<file path="config.mk">
export PLATFORM = sky130hd
export DESIGN_NAME = core_aux_cache_policy_regs
export DESIGN_NICKNAME = d
export VERILOG_FILES = /design/src/rtl/cache_policy_pkg.sv /design/src/rtl/access_check_if.sv /design/src/rtl/access_gate.sv /design/src/rtl/core_aux_cache_policy_regs.sv
export SDC_FILE = /design/constraint.sdc
export NUM_CORES = 1
export LEC_CHECK = 0
export ABC_CLOCK_PERIOD_IN_PS = 5440
export BUFFER_PORTS_ARGS = -buffer_cell sky130_fd_sc_hd__clkbuf_2
export CAP_MARGIN = 20
export CORE_UTILIZATION = 46
export CTS_CLUSTER_SIZE = 30
export DETAILED_ROUTE_END_ITERATION = 10
export PLACE_DENSITY = 0.75
export SLEW_MARGIN = 20
export SYNTH_ARGS = -nofsm -noshare
export SYNTH_HDL_FRONTEND = slang
export SYNTH_HIERARCHICAL = 1
export SYNTH_SLANG_ARGS = --single-unit
</file>
<file path="constraint.sdc">
create_clock -name clk -period 5.44 [get_ports clk]
set_input_delay 0.272 -clock clk [delete_from_list [all_inputs] [get_ports clk]]
set_output_delay 0.272 -clock clk [all_outputs]
set_load 0.02 [all_outputs]
</file>
<file path="src/rtl/cache_policy_pkg.sv">
// Constants, field positions and types for the cache policy register bank
// Assumes use through explicit package scope, never imported
package cache_policy_pkg;

  localparam int unsigned DATA_W   = 64;
  localparam int unsigned CFG_W    = 32;
  localparam int unsigned THRESH_W = 13;
  localparam int unsigned DIST_W   = 6;

  typedef enum logic [2:0] {
    SEL_AUX = 3'h1,
    SEL_CFG = 3'h2,
    SEL_EXT = 3'h4
  } reg_sel_e;

  localparam logic [1:0] EL0 = 2'h0;
  localparam logic [1:0] EL1 = 2'h1;
  localparam logic [1:0] EL2 = 2'h2;
  localparam logic [1:0] EL3 = 2'h3;

  // Configuration register layout
  localparam int unsigned CFG_SCU_BIT  = 2;
  localparam int unsigned CFG_ECC_LSB  = 0;
  localparam logic        SCU_PRESENT  = 1'h0;
  localparam logic [1:0]  ECC_ABSENT   = 2'h0;
  localparam logic [1:0]  ECC_PRESENT  = 2'h1;

  // Extended control layout
  localparam int unsigned ATOMIC_PLACEMENT_LSB   = 38;
  localparam int unsigned FLUSH_BIT  = 37;
  localparam int unsigned L3WS_LSB   = 29;
  localparam int unsigned L2WS_LSB   = 27;
  localparam int unsigned L1WS_LSB   = 25;
  localparam int unsigned L1P_LSB    = 13;
  localparam int unsigned L3P_LSB    = 10;
  localparam int unsigned EXTERNAL_LAST_LEVEL_CACHE_BIT = 0;

  localparam logic [63:0] EXT_WR_MASK = 64'h0000_00e0_7e00_fc01;
  localparam logic [63:0] EXT_RESET   = 64'h0000_0000_2800_bc00;
  localparam logic [63:0] AUX_RESET   = 64'h0;

  localparam logic [1:0] ATOMIC_PLACEMENT_HIT_UNIQUE = 2'h0;
  localparam logic [1:0] ATOMIC_PLACEMENT_ALL_NEAR   = 2'h1;
  localparam logic [1:0] ATOMIC_PLACEMENT_FAR        = 2'h2;
  localparam logic [1:0] ATOMIC_PLACEMENT_LOAD_NEAR  = 2'h3;

  localparam logic [1:0] STREAM_OFF = 2'h3;

  localparam logic [THRESH_W-1:0] L3_T0 = 13'h0080;
  localparam logic [THRESH_W-1:0] L3_T1 = 13'h0400;
  localparam logic [THRESH_W-1:0] L3_T2 = 13'h1000;
  localparam logic [THRESH_W-1:0] L2_T0 = 13'h0010;
  localparam logic [THRESH_W-1:0] L2_T1 = 13'h0080;
  localparam logic [THRESH_W-1:0] L2_T2 = 13'h0200;
  localparam logic [THRESH_W-1:0] L1_T0 = 13'h0004;
  localparam logic [THRESH_W-1:0] L1_T1 = 13'h0040;
  localparam logic [THRESH_W-1:0] L1_T2 = 13'h0080;

  localparam logic [2:0] DIST_16  = 3'h0;
  localparam logic [2:0] DIST_32  = 3'h1;
  localparam logic [2:0] DIST_RV0 = 3'h2;
  localparam logic [2:0] DIST_RV1 = 3'h3;
  localparam logic [2:0] DIST_OFF = 3'h4;
  localparam logic [2:0] DIST_2   = 3'h5;
  localparam logic [2:0] DIST_4   = 3'h6;
  localparam logic [2:0] DIST_8   = 3'h7;

endpackage

</file>
<file path="src/rtl/access_check_if.sv">
// Carries one register access between the bank and its permission check
// Assumes both ends sit in the same clock domain
`timescale 1ns/10ps
interface access_check_if;
  logic [1:0]                  el;
  logic                        secure;
  logic                        write;
  cache_policy_pkg::reg_sel_e  target;
  logic                        el2AuxBit;
  logic                        el3AuxBit;
  logic                        permit;

  modport bank  (output el, output secure, output write, output target,
                 output el2AuxBit, output el3AuxBit, input permit);
  modport check (input el, input secure, input write, input target,
                 input el2AuxBit, input el3AuxBit, output permit);
endinterface

</file>
<file path="src/rtl/access_gate.sv">
// Permission check for coprocessor transfers into the register bank
// Assumes the access-control bits come from logic on the same clock
`timescale 1ns/10ps
module access_gate (
  access_check_if.check acc
);

  always_comb begin
    acc.permit = 1'b0;
    if (acc.el == cache_policy_pkg::EL0) begin
      acc.permit = 1'b0;
    end else if (acc.target == cache_policy_pkg::SEL_CFG) begin
      acc.permit = !acc.write;
    end else if (acc.target == cache_policy_pkg::SEL_EXT) begin
      acc.permit = 1'b1;
    end else if (acc.target == cache_policy_pkg::SEL_AUX) begin
      if (!acc.write || acc.el == cache_policy_pkg::EL3) begin
        acc.permit = 1'b1;
      end else if (acc.el == cache_policy_pkg::EL2) begin
        acc.permit = acc.el3AuxBit;
      end else begin
        // Non-secure EL1 also needs the hypervisor level to allow it
        acc.permit = acc.el3AuxBit && (acc.secure || acc.el2AuxBit);
      end
    end
  end

endmodule

</file>
<file path="src/rtl/core_aux_cache_policy_regs.sv">
// Auxiliary, configuration and extended cache-control registers of a core
// Assumes one request per cycle at most, from logic on the core clock
// Summary of operation
// - Auxiliary control is 64 bits, all implementer-reserved, stored as written.
// - One auxiliary control copy serves secure and non-secure states alike.
// - EL1 and EL2 writes to auxiliary control gated by higher bit 0.
// - Configuration register is 32 bits read-only; bits 31:3 read zero.
// - Configuration bit 2 reads 0: snoop control unit present.
// - Configuration bits 1:0 report error correction: 0 absent, 1 present.
// - Extended control is 64 bits; 63:40, 36:31, 24:16, 9:1 reserved zero.
// - Placement 00: cacheable atomic near on unique hit, else far.
// - Placement 01 forces all atomics near; 10 sends them far.
// - Placement 11: load atomics near; store atomics use hit-unique rule.
// - Flush bit 0: flushed clean lines allocate into L3.
// - Flush bit 1: clean lines neither supply data nor allocate; evict notify.
// - Bits 30:29 set no-L3-allocate streaming threshold 128/1024/4096/off.
// - Bits 28:27 set no-L1/L2-allocate threshold 16/128/512/off.
// - Bits 26:25 set no-L1-allocate threshold 4/64/128/off.
// - Bits 15:13 cap outstanding hardware L1 prefetches, reset five.
// - Bits 12:10 set how far L3 prefetch requests run ahead.
// - Distance codes 16,32,off,2,4,8 lines; codes 010/011 reserved.
// - Bit 0 resets 0; 1 marks an external last-level cache.
`timescale 1ns/10ps
module core_aux_cache_policy_regs #(
  parameter logic [1:0] ECC_CODE = cache_policy_pkg::ECC_ABSENT
) (
  input  wire logic                        clk,
  input  wire logic                        rst_b,
  input  wire logic                        reqValid,
  input  wire logic                        reqWrite,
  input  wire cache_policy_pkg::reg_sel_e  reqTarget,
  input  wire logic [1:0]                  reqEl,
  input  wire logic                        reqSecure,
  input  wire logic [63:0]                 reqWdata,
  input  wire logic                        el2AuxBit,
  input  wire logic                        el3AuxBit,
  output logic                             ackQ,
  output logic                             faultQ,
  output logic [63:0]                      rdataQ,
  input  wire logic                        atomReq,
  input  wire logic                        atomLoad,
  input  wire logic                        atomHitUnique,
  output logic                             atomDoneQ,
  output logic                             atomNearQ,
  output logic                             flushAllocL3Q,
  output logic                             flushSupplyDataQ,
  output logic                             flushEvictNotifyQ,
  output logic [12:0]                      l3StreamThreshQ,
  output logic                             l3StreamEnQ,
  output logic [12:0]                      l2StreamThreshQ,
  output logic                             l2StreamEnQ,
  output logic [12:0]                      l1StreamThreshQ,
  output logic                             l1StreamEnQ,
  output logic [2:0]                       nearPrefetchLimitQ,
  output logic [5:0]                       farPrefetchLinesQ,
  output logic                             farPrefetchEnQ,
  output logic                             externalLlcQ
);

  logic                 rstSync1_q;
  logic                 rstSync2_q;
  logic                 rstN;
  logic [63:0]          auxControl_q;
  logic [63:0]          extCtl_q;
  logic [63:0]          extCtl_d;
  logic [31:0]          cfgValue;
  logic [63:0]          readValue;
  logic                 wrAux;
  logic                 wrExt;
  logic [1:0]           atomField;
  logic [1:0]           l3Field;
  logic [1:0]           l2Field;
  logic [1:0]           l1Field;
  logic [2:0]           distField;

  access_check_if acc ();

  // Reset is released through two flops so its removal is synchronous
  always_ff @(posedge clk or negedge rst_b) begin
    if (!rst_b) begin
      rstSync1_q <= 1'b0;
      rstSync2_q <= 1'b0;
    end else begin
      rstSync1_q <= 1'b1;
      rstSync2_q <= rstSync1_q;
    end
  end
  assign rstN = rstSync2_q;

  assign acc.el        = reqEl;
  assign acc.secure    = reqSecure;
  assign acc.write     = reqWrite;
  assign acc.target    = reqTarget;
  assign acc.el2AuxBit = el2AuxBit;
  assign acc.el3AuxBit = el3AuxBit;

  access_gate gate (
    .acc (acc.check)
  );

  function automatic logic [12:0] streamThresh(
    input logic [1:0]  code,
    input logic [12:0] t0,
    input logic [12:0] t1,
    input logic [12:0] t2
  );
    logic [12:0] r;
    r = 13'h0;
    case (code)
      2'h0:    r = t0;
      2'h1:    r = t1;
      2'h2:    r = t2;
      default: r = 13'h0;
    endcase
    return r;
  endfunction

  function automatic logic [5:0] distLines(input logic [2:0] code);
    logic [5:0] r;
    r = 6'h0;
    case (code)
      cache_policy_pkg::DIST_16: r = 6'h10;
      cache_policy_pkg::DIST_32: r = 6'h20;
      cache_policy_pkg::DIST_2:  r = 6'h02;
      cache_policy_pkg::DIST_4:  r = 6'h04;
      cache_policy_pkg::DIST_8:  r = 6'h08;
      default:                   r = 6'h00;
    endcase
    return r;
  endfunction

  assign atomField = extCtl_q[cache_policy_pkg::ATOMIC_PLACEMENT_LSB +: 2];
  assign l3Field   = extCtl_q[cache_policy_pkg::L3WS_LSB +: 2];
  assign l2Field   = extCtl_q[cache_policy_pkg::L2WS_LSB +: 2];
  assign l1Field   = extCtl_q[cache_policy_pkg::L1WS_LSB +: 2];
  assign distField = extCtl_q[cache_policy_pkg::L3P_LSB +: 3];

  assign wrAux = reqValid && reqWrite && acc.permit
              && reqTarget == cache_policy_pkg::SEL_AUX;
  assign wrExt = reqValid && reqWrite && acc.permit
              && reqTarget == cache_policy_pkg::SEL_EXT;

  // Fixed configuration word; upper bits are constant zero
  always_comb begin
    cfgValue = 32'h0;
    cfgValue[cache_policy_pkg::CFG_SCU_BIT] =
      cache_policy_pkg::SCU_PRESENT;
    cfgValue[cache_policy_pkg::CFG_ECC_LSB +: 2] = ECC_CODE;
  end

  // Reserved distance codes leave the old field in place rather than
  // letting the prefetcher see an undefined distance
  always_comb begin
    extCtl_d = reqWdata & cache_policy_pkg::EXT_WR_MASK;
    if (reqWdata[cache_policy_pkg::L3P_LSB +: 3]
          == cache_policy_pkg::DIST_RV0
        || reqWdata[cache_policy_pkg::L3P_LSB +: 3]
          == cache_policy_pkg::DIST_RV1) begin
      extCtl_d[cache_policy_pkg::L3P_LSB +: 3] = distField;
    end
  end

  // No security-state index: both worlds share this copy
  always_ff @(posedge clk or negedge rstN) begin
    if (!rstN) begin
      auxControl_q <= cache_policy_pkg::AUX_RESET;
    end else if (wrAux) begin
      auxControl_q <= reqWdata;
    end
  end

  always_ff @(posedge clk or negedge rstN) begin
    if (!rstN) begin
      extCtl_q <= cache_policy_pkg::EXT_RESET;
    end else if (wrExt) begin
      extCtl_q <= extCtl_d;
    end
  end

  always_comb begin
    readValue = 64'h0;
    if (reqTarget == cache_policy_pkg::SEL_AUX) begin
      readValue = auxControl_q;
    end else if (reqTarget == cache_policy_pkg::SEL_CFG) begin
      readValue = {32'h0, cfgValue};
    end else if (reqTarget == cache_policy_pkg::SEL_EXT) begin
      readValue = extCtl_q & cache_policy_pkg::EXT_WR_MASK;
    end
  end

  // Answer one cycle after the request; a refused access returns zero
  always_ff @(posedge clk or negedge rstN) begin
    if (!rstN) begin
      ackQ   <= 1'b0;
      faultQ <= 1'b0;
      rdataQ <= 64'h0;
    end else begin
      ackQ   <= reqValid;
      faultQ <= reqValid && !acc.permit;
      if (reqValid && !reqWrite && acc.permit) begin
        rdataQ <= readValue;
      end else begin
        rdataQ <= 64'h0;
      end
    end
  end

  always_ff @(posedge clk or negedge rstN) begin
    if (!rstN) begin
      atomDoneQ <= 1'b0;
      atomNearQ <= 1'b0;
    end else begin
      atomDoneQ <= atomReq;
      case (atomField)
        cache_policy_pkg::ATOMIC_PLACEMENT_ALL_NEAR:  atomNearQ <= 1'b1;
        cache_policy_pkg::ATOMIC_PLACEMENT_FAR:       atomNearQ <= 1'b0;
        cache_policy_pkg::ATOMIC_PLACEMENT_LOAD_NEAR: begin
          atomNearQ <= atomLoad || atomHitUnique;
        end
        default:                          atomNearQ <= atomHitUnique;
      endcase
    end
  end

  always_ff @(posedge clk or negedge rstN) begin
    if (!rstN) begin
      flushAllocL3Q     <= 1'b0;
      flushSupplyDataQ  <= 1'b0;
      flushEvictNotifyQ <= 1'b0;
    end else begin
      flushAllocL3Q     <= !extCtl_q[cache_policy_pkg::FLUSH_BIT];
      flushSupplyDataQ  <= !extCtl_q[cache_policy_pkg::FLUSH_BIT];
      flushEvictNotifyQ <= extCtl_q[cache_policy_pkg::FLUSH_BIT];
    end
  end

  always_ff @(posedge clk or negedge rstN) begin
    if (!rstN) begin
      l3StreamThreshQ <= 13'h0;
      l3StreamEnQ     <= 1'b0;
      l2StreamThreshQ <= 13'h0;
      l2StreamEnQ     <= 1'b0;
      l1StreamThreshQ <= 13'h0;
      l1StreamEnQ     <= 1'b0;
    end else begin
      l3StreamThreshQ <= streamThresh(l3Field, cache_policy_pkg::L3_T0,
        cache_policy_pkg::L3_T1, cache_policy_pkg::L3_T2);
      l3StreamEnQ     <= l3Field != cache_policy_pkg::STREAM_OFF;
      l2StreamThreshQ <= streamThresh(l2Field, cache_policy_pkg::L2_T0,
        cache_policy_pkg::L2_T1, cache_policy_pkg::L2_T2);
      l2StreamEnQ     <= l2Field != cache_policy_pkg::STREAM_OFF;
      l1StreamThreshQ <= streamThresh(l1Field, cache_policy_pkg::L1_T0,
        cache_policy_pkg::L1_T1, cache_policy_pkg::L1_T2);
      l1StreamEnQ     <= l1Field != cache_policy_pkg::STREAM_OFF;
    end
  end

  // Limit counts hardware prefetches only; software ones bypass it
  always_ff @(posedge clk or negedge rstN) begin
    if (!rstN) begin
      nearPrefetchLimitQ <= 3'h0;
      farPrefetchLinesQ  <= 6'h0;
      farPrefetchEnQ     <= 1'b0;
      externalLlcQ       <= 1'b0;
    end else begin
      nearPrefetchLimitQ <= extCtl_q[cache_policy_pkg::L1P_LSB +: 3];
      farPrefetchLinesQ  <= distLines(distField);
      farPrefetchEnQ     <= distField != cache_policy_pkg::DIST_OFF;
      externalLlcQ       <= extCtl_q[cache_policy_pkg::EXTERNAL_LAST_LEVEL_CACHE_BIT];
    end
  end
endmodule

</file>
# Word level (Yosys, flattened, before mapping)

Index checks and enable logic that the tools add are counted.

Output and inout bits: 124
Register bits after elaboration: 205
Word-level logic and storage cells: 83
Input port bits: 79

Mux-type cells: 15
Bitwise gates (word level): 1
Equal/unequal tests: 24
Reductions and logical operators: 21

Operator list:

| kind                 | number |
|---|---|
| $mux W64             | 2 |
| $mux W40             | 2 |
| $pmux W13 S3         | 1 |
| $pmux W10 S3         | 1 |
| $pmux W6 S5          | 1 |
| $pmux W8 S3          | 1 |
| $eq A2 B2 Y1 const B | 7 |
| $eq A3 B3 Y1 const B | 4 |
| $eq A3 B2 Y1 const B | 3 |
| $eq A2 B1 Y1 const B | 4 |
| $logic_and A1 B1 Y1  | 8 |
| $logic_not A2 Y1     | 4 |
| $eq A3 B1 Y1 const B | 2 |
| $mux W1              | 6 |
| $ne A2 B2 Y1 const B | 3 |
| $logic_or A1 B1 Y1   | 4 |
| $logic_not A1 Y1     | 3 |
| $logic_not A3 Y1     | 1 |
| $ne A3 B3 Y1 const B | 1 |
| $pmux W1 S3          | 1 |
| $reduce_and A2 Y1    | 1 |
| $not A1 Y1           | 1 |

# Longest topological paths before layout

Gate-level depths: netlist of the first run.

Depth after elaboration: 11
Mapped depth: 8
Mapped depth without buffers: 6

# By module

The synthesis of the first run kept the hierarchy.

By module, submodules not included:

| module                     | area an instance (um2) | instances | cells each | sequential area each (um2) |
|---|---|---|---|---|
| core_aux_cache_policy_regs | 6338.6                 | 1         | 422        | 4362.9 |
| access_gate                | 60.1                   | 1         | 9          | 0.0 |

# Least setup slack after synthesis of the first run

Ideal clock, no wire load.

Path type: input-to-reg
From: input port reqTarget[1]
To: register auxControl_q[10]
Stages: 8
Required time: 5.313 ns
Setup time: 0.127 ns
Arrival: 2.100 ns
Path buffers: 2
Setup slack: 3.213 ns
Cells stage by stage: or3b_1 -> a31oi_1 -> a2bb2oi_1 -> and3_1 -> and2_1 -> buf_4 -> buf_6 -> mux2_1

Word-level cells in the longest chain between the ends: 7
Elaborated cells between the ends (all ways): 9
Those cells by class: eq/ne: 3; mux: 4; reduce/logical: 2

Ends and longest elaborated chain:

| element               | line                              | text |
|---|---|---|
| from (decl)           | core_aux_cache_policy_regs.sv:31  | `input wire cache_policy_pkg::reg_sel_e reqTarget,` |
| $eq A3 B1 Y1          | access_gate.sv:16                 | `end else if (acc.target == cache_policy_pkg::SEL_AUX) begin` |
| $mux W1               | access_gate.sv:16                 |  |
| $mux W1               | access_gate.sv:14                 | `end else if (acc.target == cache_policy_pkg::SEL_EXT) begin` |
| $mux W1 *             | access_gate.sv:12                 | `end else if (acc.target == cache_policy_pkg::SEL_CFG) begin` |
| $mux W1 *             | access_gate.sv:10                 | `if (acc.el == cache_policy_pkg::EL0) begin` |
| named net acc.permit  | access_check_if.sv:11             | `logic permit;` |
| $logic_and A1 B1 Y1 * | core_aux_cache_policy_regs.sv:138 | `assign wrAux = reqValid && reqWrite && acc.permit` |
| $logic_and A1 B1 Y1 * | core_aux_cache_policy_regs.sv:139 | `&& reqTarget == cache_policy_pkg::SEL_AUX;` |
| to (signal assigned)  | core_aux_cache_policy_regs.sv:166 | `auxControl_q <= cache_policy_pkg::AUX_RESET;` |
| to (signal assigned)  | core_aux_cache_policy_regs.sv:168 | `auxControl_q <= reqWdata;` |
| to (decl)             | core_aux_cache_policy_regs.sv:63  | `logic [63:0] auxControl_q;` |

The timed path passes the listed nets; every way through them passes the cells marked *.
A chain may end at the register's enable or synchronous reset.

# Worst setup path after layout of the first run

From: input port reqTarget[1]
To: register auxControl_q[43]

Same word-level chain as after synthesis.

==> metrics.md, run 1 <==
| Metric | Value |
|---|---|
| # clock sinks | 174 |
| Synthesized flop and latch total | between 150 and 200 |
| Clock period minus final worst setup slack | between 2 and 3 ns |
| Antenna violations before repair | 0 |
| Fraction of registers with async set/reset | 100% |
| Vias/cell | ~4.7 |
| Count of non-filler cells in the finished layout | between 700 and 800 |
| Post-Syn Area per Cell | around 15 sq um |
| Main synth FF type | dfrtp_1 |
| Antenna diode count | 0 |
| Synth Warn # | 6 |
| CORE AREA | 0.0134 sq mm |
| GR Layer Usage met2 | between 20 and 30% |
| GR Util met3 | under 10% |
| Detail Route Antenna Nets | 0 |
| Drt first pass iters | 6 |
| Routed WL per cell | ~15 microns |
| Hold Path Class | input port to flip-flop |
| Layout cells sized above 1 | 36.8% |
| Fin crit share | around 48% |
| Dpl cells | roughly 760 |
| Total Power | 2.95 mW |
| Die Y | 120 microns |
| Yosys top cell area share | between 60% and 70% |
| GRT Total Usage | 17.9% |
| TritonCTS clock tree | done |
| Max_slew headroom | a little over a third |
| Initial core utilization | 47.7% |
| Max Cap Viol | 0 |
| Leak Pwr | ~4.2 nW |
| Critical path type | input port to flip-flop |
| Critical path arrival | 2.88 ns |
| M1 GR Usage | between 20 and 25% |
| Rows | 42 |
| Power per cell area | 373 mW/mm^2 |
| Post-CTS Hold Buffers | 2 |
| Gpl congestion | between 0.7 and 0.8 |
| Slew @ Worst Pin | just under 1 ns |
| Grt ovf | 0 |
| 1st-iter DRT viols | slightly below 200 |
| CTS Buf Count | 17 |
| Endpoints failing setup | 0 |
| Layout area overhead | 23.6% |
| CTS root buffer | clkbuf_16 |
| Synthesized cell area | 0.00640 sq mm |
| Setup bufs post-CTS | 0 |
| Clk Latency, worst-skew pair | 0.41 ns |
| Max IR drop VDD | between 0.2 and 0.25 mV |
| Die area | 0.0144 sq mm |
| First-pass GRT wire length | approximately 19 mm |
| Max Fclk | between 300 and 400 MHz |
| Number of distinct library cells after synthesis | 34 |
| IO Pins | around 200 |
| Reg2Reg Launch Point | rstN |
| WP data required | approximately 5.7 ns |
| Max-slew violations | 0 |
| Routed WL | around 12 mm |
| Hold depth | 1 |
| Top cell type by total area after synthesis | dfrtp_1 |
| Synth Instances | about 430 |
| Grt peak-use layer | met2 |
| Vias in the first global route | between 3000 and 4000 |
| Largest net degree at the start of global routing | between 80 and 90 |
| Crit path from | reqTarget[1] |
| RSZ-0062 raised after global routing | false |
| EDFF count, synth | 0 |
| Top post-synthesis cells by area | dfrtp_1 (65%), mux2_1 (12%), and2_1 (4.9%), buf_4 (4.0%), dfstp_2 (2.9%) |
| Post-cts resize count | 0 |
| Clock skew | 0.00752 ns |
| Crit path max fanout | between 60 and 70 |
| Worst-path clk slew | approximately 0.060 ns |
| DR vias | around 3800 |
| Longest Clk Path Bufs | 2 |
| Startpoint type of the worst setup path | input port |
| Remaining DRCs | 0 |
| Fin Setup TNS | 0 ns |
| Fin nets | 685 |
| Htree depth | 4 |
| Hold Slack | between 0.03 and 0.04 ns |
| Nature of the critical path endpoint | flip-flop |
| Flop2flop setup slack | slightly below 4 ns |
| R2R Path End | auxControl_q[44] |
| Seq/Total Area, Yosys | around two thirds |
| Die span in x | roughly 120 microns |
| Status | complete, no violations |
| R2R cell count | 1 |
| Hold Fails Final Rpt | 0 |
| CP endpoint | auxControl_q[43] |
| Final core occ | between 50% and 60% |
| I/O Buffers | about 170 |
| Post-DP HPWL | 8.30 mm |
-- logic make-up (layout without fill, tap and decap cells) --
family / Yosys count / after routing / share of synthesized area, %
flip-flops: 174 / 174 / 68.2
AND/OR/NAND/NOR: 98 / 98 / 9.23
AO/OA/AOI/OAI: 27 / 27 / 2.99
buffers and inverters: 53 / 211 / 5.92
multiplexers: 77 / 77 / 13.6
other: 2 / 32 / 0.117
-- final cells by class --
class                   instances  area (sq um)
fillers                      1073          5490
flip-flops and latches        174          4370
multi-input cells             234          1790
repair buffers                176           898
clock buffers                  22           464
well taps                     176           220
clock inverters                10           161
inverters                       3          11.3
-- per-stage QoR --
stage                     worst slack, ns  area [sq um]
after global placement               2.52          7260
after CTS                            2.86          7910
final                                2.84          7910
after detailed placement             2.42          7260
after floorplan                     0.245          6510
after global routing                 2.70          7910
-- placed cells by master, fill, tap and decap left out, types with 2 or more instances in the layout --
cell type and count:
and2_1 49, nand2_1 4, conb_1 32, nor2_1 22
inv_1 3, o21ai_0 3, mux2_2 10, clkbuf_2 171
and3_1 2, bufinv_16 4, nor2b_1 7, nand3_1 2
nor3b_4 2, buf_4 3, dfrtp_1 166, clkbuf_16 17
dlygate4sd3_1 2, clkbuf_8 2, clkinv_2 3, a21oi_1 2
clkinv_4 3, a31oi_1 3, or3b_2 2, dfstp_2 7
a22oi_1 16, clkbuf_1 3, mux2_1 67
-- sequential cells by signal, indices dropped and copies added (netlist names) --
name	cells
flushEvictNotifyQ	1
l1StreamEnQ	1
l2StreamEnQ	1
rdataQ	64
l3StreamEnQ	1
flushSupplyDataQ	1
l1StreamThreshQ	3
externalLlcQ	1
atomNearQ	1
rstSync1_q	1
l2StreamThreshQ	3
ackQ	1
farPrefetchEnQ	1
faultQ	1
l3StreamThreshQ	3
auxControl_q	64
extCtl_q	16
nearPrefetchLimitQ	3
rstN	1
atomDoneQ	1
farPrefetchLinesQ	5
-- how the worst min path moves through the flow --
stage	start	to	slack (ns)
2_1_floorplan	rst_b	rstN	-0.02
3_3_place_gp	rst_b	rstSync1_q	0.06
3_5_place_dp	rst_b	rstSync1_q	0.07
4_1_cts	reqValid	ackQ	0.003
5_1_grt	reqValid	ackQ	0.009
6_report	reqValid	ackQ	0.03
-- power breakdown --
group / internal, mW / switching [mW]
sequential: 1.40 / 0.0558
clock: 0.793 / 0.466
combinational: 0.0947 / 0.136
total: 2.29 / 0.658
-- critical path, stage by stage --
cell	delay (ns)
clkbuf_2	0.17
or3b_1	0.43
a31oi_1	0.18
a2bb2oi_1	0.28
and3_1	0.31
and2_4	0.79
mux2_1	0.40
-- synth_stat cells, types with 2 or more instances --
cell and number:
a21oi_1 2, a22oi_1 16, a31oi_1 3, and2_1 50, and3_1 2, buf_2 5
buf_4 34, buf_6 6, clkbuf_1 4, conb_1 2, dfrtp_1 167, dfstp_2 7
inv_1 3, mux2_1 67, mux2_2 10, nand2_1 4, nand3_1 2, nor2_1 22
nor2b_1 7, o21ai_0 3, or3b_2 2
-- layer usage --
layer	vias up	routed length, microns
li1	1730	-
met1	1877	5160
met5	-	0
met2	136	6120
met4	0	172
met3	16	630
(Power assumes the default switching activity.)
==> run 2, diff against run 1 <==
Settings changed: ABC_CLOCK_PERIOD_IN_PS 5440 to 2300.
Clock period 5.44 ns to 2.3 ns, I/O delays scaled along.
==> metrics.md, run 2 (synthesis results as in run 1) <==
| Metric | Value |
|---|---|
| Status | complete, no violations |
| Max Fclk | approximately 560 MHz |
| Die span in x | 120 microns (unchanged) |
| Layout area overhead | 36.6% |
| CORE AREA | 0.0134 sq mm (unchanged) |
| Max-slew violations | 0 (unchanged) |
| Clock period minus final worst setup slack | approximately 1.8 ns |
| DR vias | 4036 (+7.4%) |
| # clock sinks | 174 (unchanged) |
| Clock skew | 0.00683 ns (-0.000695 ns) |
| CTS Buf Count | 17 (unchanged) |
| Fin crit share | between 70% and 80% |
| Post-cts resize count | 0 (unchanged) |
| Grt ovf | 0 (unchanged) |
| Hold Path Class | input port to flip-flop |
| Largest net degree at the start of global routing | 67 (-19%) |
| Post-DP HPWL | 8.76 mm (+5.5%) |
| Antenna diode count | 0 (unchanged) |
| Layout cells sized above 1 | 34.3% (-2.5 points) |
| RSZ-0062 raised after global routing | false |
| WP data required | 2.60 ns (-3.12 ns) |
| R2R Path End | farPrefetchEnQ |
| Startpoint type of the worst setup path | input port |
| Max Cap Viol | 0 (unchanged) |
| Critical path type | input port to flip-flop |
| Crit path max fanout | 21 (-67%) |
| Commonest non-fill, non-tap cell in the layout | clkbuf_2 |
| I/O Buffers | 171 (unchanged) |
| Final core occ | 65.2% (+6.2 points) |
| First-pass GRT wire length | 21.6 mm (+11%) |
| Vias/cell | 4.60 (-2.8%) |
| Post-CTS Hold Buffers | 69 (+67) |
| Antenna violations before repair | 0 (unchanged) |
| Power per cell area | 797 mW/mm^2 (+110%) |
| R2R cell count | 1 (unchanged) |
| Flop2flop setup slack | 1.13 ns (-2.80 ns) |
| Worst Hold End | atomNearQ |
| Fin Setup TNS | 0 ns (unchanged) |
| Routed WL | 13.1 mm (+8.1%) |
| Reg2Reg Launch Point | extCtl_q[12] |
| Pre-CTS setup slack | 0.0969 ns (-2.33 ns) |
| Fin nets | 768 (+12%) |
| Worst-path clk slew | 0.06 ns (about the same) |
| Endpoints failing setup | 0 (unchanged) |
| Initial core utilization | 47.7% (unchanged) |
| Max IR drop VDD | 0.487 mV (+110%) |
| Htree depth | 4 (unchanged) |
| Rows | 42 (unchanged) |
| Final WS setup | 0.512 ns (-2.33 ns) |
| Largest regs | auxControl_q (64), rdataQ (64), extCtl_q (16) |
| Longest Clk Path Bufs | 2 (unchanged) |
| Hold Startpoint | atomLoad |
| Critical path arrival | 2.08 ns (-0.80 ns) |
| Remaining DRCs | 0 (unchanged) |
| IO Pins | 203 (unchanged) |
| CTS root buffer | clkbuf_16 |
| GRT Total Usage | 19.9% (+2.0 points) |
| Die Y | 120 microns (unchanged) |
| Setup bufs post-CTS | 0 (unchanged) |
| Die area | 0.0144 sq mm (unchanged) |
| Drt first pass iters | 4 (-2) |
| Most frequent cells in the layout | clkbuf_2 (171), dfrtp_1 (166), dlygate4sd3_1 (69), mux2_1 (67), and2_1 (49) |
| Gpl congestion | 0.753 (-3.8%) |
| Leak Pwr | 4.59 nW (+8.4%) |
| TritonCTS clock tree | done |
| Clk Latency, worst-skew pair | 0.42 ns (about the same) |
| 1st-iter DRT viols | 162 (-17%) |
| Nature of the critical path endpoint | flip-flop |
| Hold depth | 3 (+2) |
| Hold Fails Final Rpt | 0 (unchanged) |
| Filler cells | 974 (-9.2%) |
| Routed WL per cell | 14.9 microns (-2.1%) |
| Detail Route Antenna Nets | 0 (unchanged) |
| Total Power | 6.96 mW (+140%) |
| Vias in the first global route | 4305 (+12%) |
## run 2: changes by cell type in the layout (fill, tap and decap cells not counted), sizes merged
| cell | change |
|---|---|
| dlygate4sd3 | +67 |
| buf | +16 |
| clkinv | -4 |
| clkbuf | +3 |
| clkinvlp | +2 |
| bufinv | -1 |
## run 2: stage by stage
step           instance area [sq um]  instances  hold WS (ns)
6_report                        8740        878        0.0261
5_1_grt                         8740        878        0.0128
4_1_cts                         8740        878       0.00875
3_5_place_dp                    7460        777       -0.0984
3_3_place_gp                    7460        777       -0.0997
2_1_floorplan                   6520        461        -0.181
## run 2: layer usage
layer  up-vias  part of all wire (%)  GRT usage, %
met2       135                    52          33.6
met4         0                  0.78          6.33
li1       1888                     -             -
met1      2005                    42          24.2
met3         8                   5.6          6.27
met5         -                     0             0
## run 2: report_power, final
part,switching (mW),total [mW],internal (mW)
clock network,1.09,2.85,1.76
logic,0.337,0.651,0.314
registers,0.142,3.46,3.32
total,1.57,6.96,5.39
## run 2: layout make-up
cell class	instances	area (sq um)	share of cell area, %
sequential	174	4370	50.0
multi-input combinational	234	1790	20.4
timing repair buffer	259	1760	20.2
clock buffer	25	475	5.44
tap	176	220	2.52
clock inverter	7	115	1.32
inverter	3	11.3	0.129
## run 2: worst max-delay path: stages
cell,delay (ns)
clkbuf_2,0.10
or3b_1,0.40
a31oi_1,0.18
a2bb2oi_1,0.21
and3_1,0.23
and2_4,0.29
buf_12,0.20
mux2_1,0.35
## run 2: how the worst max path moves through the flow
stage	start	endpoint	slack, ns	depth (start not counted)
after floorplan	reqTarget[1]	auxControl_q[10]	0.23	8
after global placement	reqTarget[1]	auxControl_q[47]	0.18	8
after detailed placement	reqTarget[1]	auxControl_q[0]	0.1	8
after CTS	reqTarget[1]	auxControl_q[52]	0.53	8
after global routing	reqTarget[1]	auxControl_q[19]	0.40	8
final	reqTarget[1]	auxControl_q[52]	0.51	8
==> run 3, diff against run 2 <==
Settings changed: ABC_CLOCK_PERIOD_IN_PS 2300 to 1500.
Clock period 2.3 ns to 1.5 ns, I/O delays scaled along.
==> metrics.md, run 3 (synthesis results as in run 1) <==
| Metric | Value |
|---|---|
| Commonest non-fill, non-tap cell in the layout | clkbuf_2 |
| CP peak stage delay | 0.42 ns (+0.02 ns) |
| Max IR drop VDD | 0.647 mV (+33%) |
| Post-DP HPWL | 8.81 mm (+0.64%) |
| Max Fclk | a little under 600 MHz |
| Grt ovf | 0 (unchanged) |
| Largest net degree at the start of global routing | 40 (-40%) |
| Die area | 0.0144 sq mm (unchanged) |
| Die span in x | 120 microns (unchanged) |
| Filler cells | 879 (-9.8%) |
| Largest regs | auxControl_q (64), rdataQ (64), extCtl_q (16) |
| Routed WL | 15.5 mm (+19%) |
| Vias in the first global route | 4525 (+5.1%) |
| DP Area | 0.00756 sq mm (+1.3%) |
| Antenna violations before repair | 0 (unchanged) |
| Fin area | 0.00937 sq mm (+7.3%) |
| Initial core utilization | 47.7% (unchanged) |
| I/O Buffers | 171 (unchanged) |
| IO Pins | 203 (unchanged) |
| Leak Pwr | 4.83 nW (+5.2%) |
| Clock skew | 0.00572 ns (-0.00110 ns) |
| Nature of the critical path endpoint | flip-flop |
| Remaining DRCs | 0 (unchanged) |
| Count of non-filler cells in the finished layout | 897 (+2.2%) |
| Gpl congestion | 0.796 (+5.7%) |
| GRT Total Usage | 20.6% (+0.71 points) |
| Critical path arrival | 2.05 ns (-0.03 ns) |
| CP bufs+invs | 4 (+2) |
| WP data required | 1.86 ns (-0.74 ns) |
| Clock period minus final worst setup slack | about 1.7 ns |
| Hold Fails Final Rpt | 0 (unchanged) |
| Critical path type | input port to flip-flop |
| Fin Setup TNS | -18.23 ns (-18.23 ns) |
| Endpoints failing setup | 125 (+125) |
| Layout area overhead | 46.5% |
| CTS root buffer | clkbuf_16 |
| Clk Latency, worst-skew pair | 0.42 ns (about the same) |
| Detail Route Antenna Nets | 0 (unchanged) |
| Startpoint type of the worst setup path | input port |
| Hold Path Class | input port to flip-flop |
| Die Y | 120 microns (unchanged) |
| Longest Clk Path Bufs | 2 (unchanged) |
| Critical path's slowest cell | or3b_4 |
| Routed WL per cell | 17.3 microns (+16%) |
| Max Cap Viol | 0 (unchanged) |
| Dpl cells | 783 (+0.77%) |
| Status | finished with violations |
| Failing checks | setup timing |
| 1st-iter DRT viols | 185 (+14%) |
| Fin crit share | 113% |
| Worst-path clk slew | 0.06 ns (about the same) |
| CTS Buf Count | 17 (unchanged) |
| # clock sinks | 174 (unchanged) |
| Rows | 42 (unchanged) |
| FF/Latch Area | 0.00437 sq mm (unchanged) |
| Crit path top cell by count | buf_6 |
| Flop2flop setup slack | 0.25 ns (-0.88 ns) |
| RSZ-0062 raised after global routing | true |
| First-pass GRT wire length | 22.4 mm (+3.6%) |
| Final WS setup | -0.197 ns (-0.709 ns) |
| Max-slew violations | 0 (unchanged) |
| Drt first pass iters | 4 (unchanged) |
| Layout cells sized above 1 | 46.3% (+12 points) |
| CP cell instances | buf_6, or3b_4, a31oi_4, a2bb2oi_2, buf_4, nand3b_4, nor4b_4, buf_6, clkbuf_16, and2_4 |
| Footprint of the multi-input gates | 0.00207 sq mm (+16%) |
| Most frequent cells in the layout | clkbuf_2 (169), dfrtp_1 (166), dlygate4sd3_1 (70), mux2_4 (40), conb_1 (32) |
| Pre-CTS setup slack | -0.509 ns (-0.605 ns) |
| Power per cell area | 1170 mW/mm^2 (+47%) |
| Crit path max fanout | 8 (-62%) |
| Htree depth | 4 (unchanged) |
| Antenna diode count | 0 (unchanged) |
| CORE AREA | 0.0134 sq mm (unchanged) |
| Vias/cell | 4.73 (+2.9%) |
| DR vias | 4242 (+5.1%) |
| Fin nets | 787 (+2.5%) |
| TritonCTS clock tree | done |
| Largest delay share family, worst path | simple AND/OR/NAND/NOR gates |
==> run 3: final timing paths <==
path                                    from            to  cells past startpoint
worst min-delay path                reqEl[1]        faultQ                      4
min in group asynchronous               rstN    rdataQ[22]                      0
worst max-delay path            reqTarget[0]     rdataQ[4]                     10
worst min register to register          rstN    rdataQ[22]                      0
worst max register to register  extCtl_q[38]     atomNearQ                      3
max in group asynchronous               rstN  extCtl_q[29]                      1
==> run 3: tightest hold or removal path, stage by stage <==
cell and delay, ns:
clkbuf_2 0.11, a2bb2oi_2 0.17, buf_4 0.15, nor2b_1 0.04
==> run 3: metal layers <==
metal | global-route usage, % | vias up | share of wire [%]
met4 | 6.41 | 0 | 0.97
met5 | 0 | - | 0
met3 | 6.70 | 12 | 4.6
met2 | 35.6 | 146 | 53
met1 | 24.2 | 2150 | 41
li1 | - | 1934 | -
==> run 3: power by group <==
part | leakage (nW) | switching [mW] | internal (mW)
Sequential | 2.31 | 0.242 | 5.09
Combinational | 2.24 | 0.566 | 0.627
Clock | 0.290 | 1.74 | 2.71
==> run 3: area by class of cell <==
| class | count | area share (%) |
|---|---|---|
| well taps | 176 | 2.35 |
| flip-flops and latches | 174 | 46.6 |
| clock buffers | 22 | 4.95 |
| multi-input cells | 234 | 22.1 |
| inverters | 3 | 0.120 |
| clock inverters | 10 | 1.47 |
| repair buffers | 278 | 22.4 |
==> run 3: timing repair <==
| item | in CTS | in global routing |
|---|---|---|
| buffers inserted | 2 | 2 |
| gates resized for setup | 6 | 76 |
| endpoints found under the hold margin | 86 | 0 |
| pin swaps | 0 | 30 |
| hold buffers | 70 | 0 |
| cloned | 2 | 7 |
| endpoints found under the setup margin | 65 | 126 |
==> run 3: per-stage QoR <==
step	hold slack, ns	util (%)	power (mW)
after floorplan	-0.221	-	5.93
after global placement	-0.140	56.4	6.21
after detailed placement	-0.135	56.4	6.28
after CTS	0.147	66.9	10.9
after global routing	0.161	70.0	11.4
final	0.175	70.0	11.0
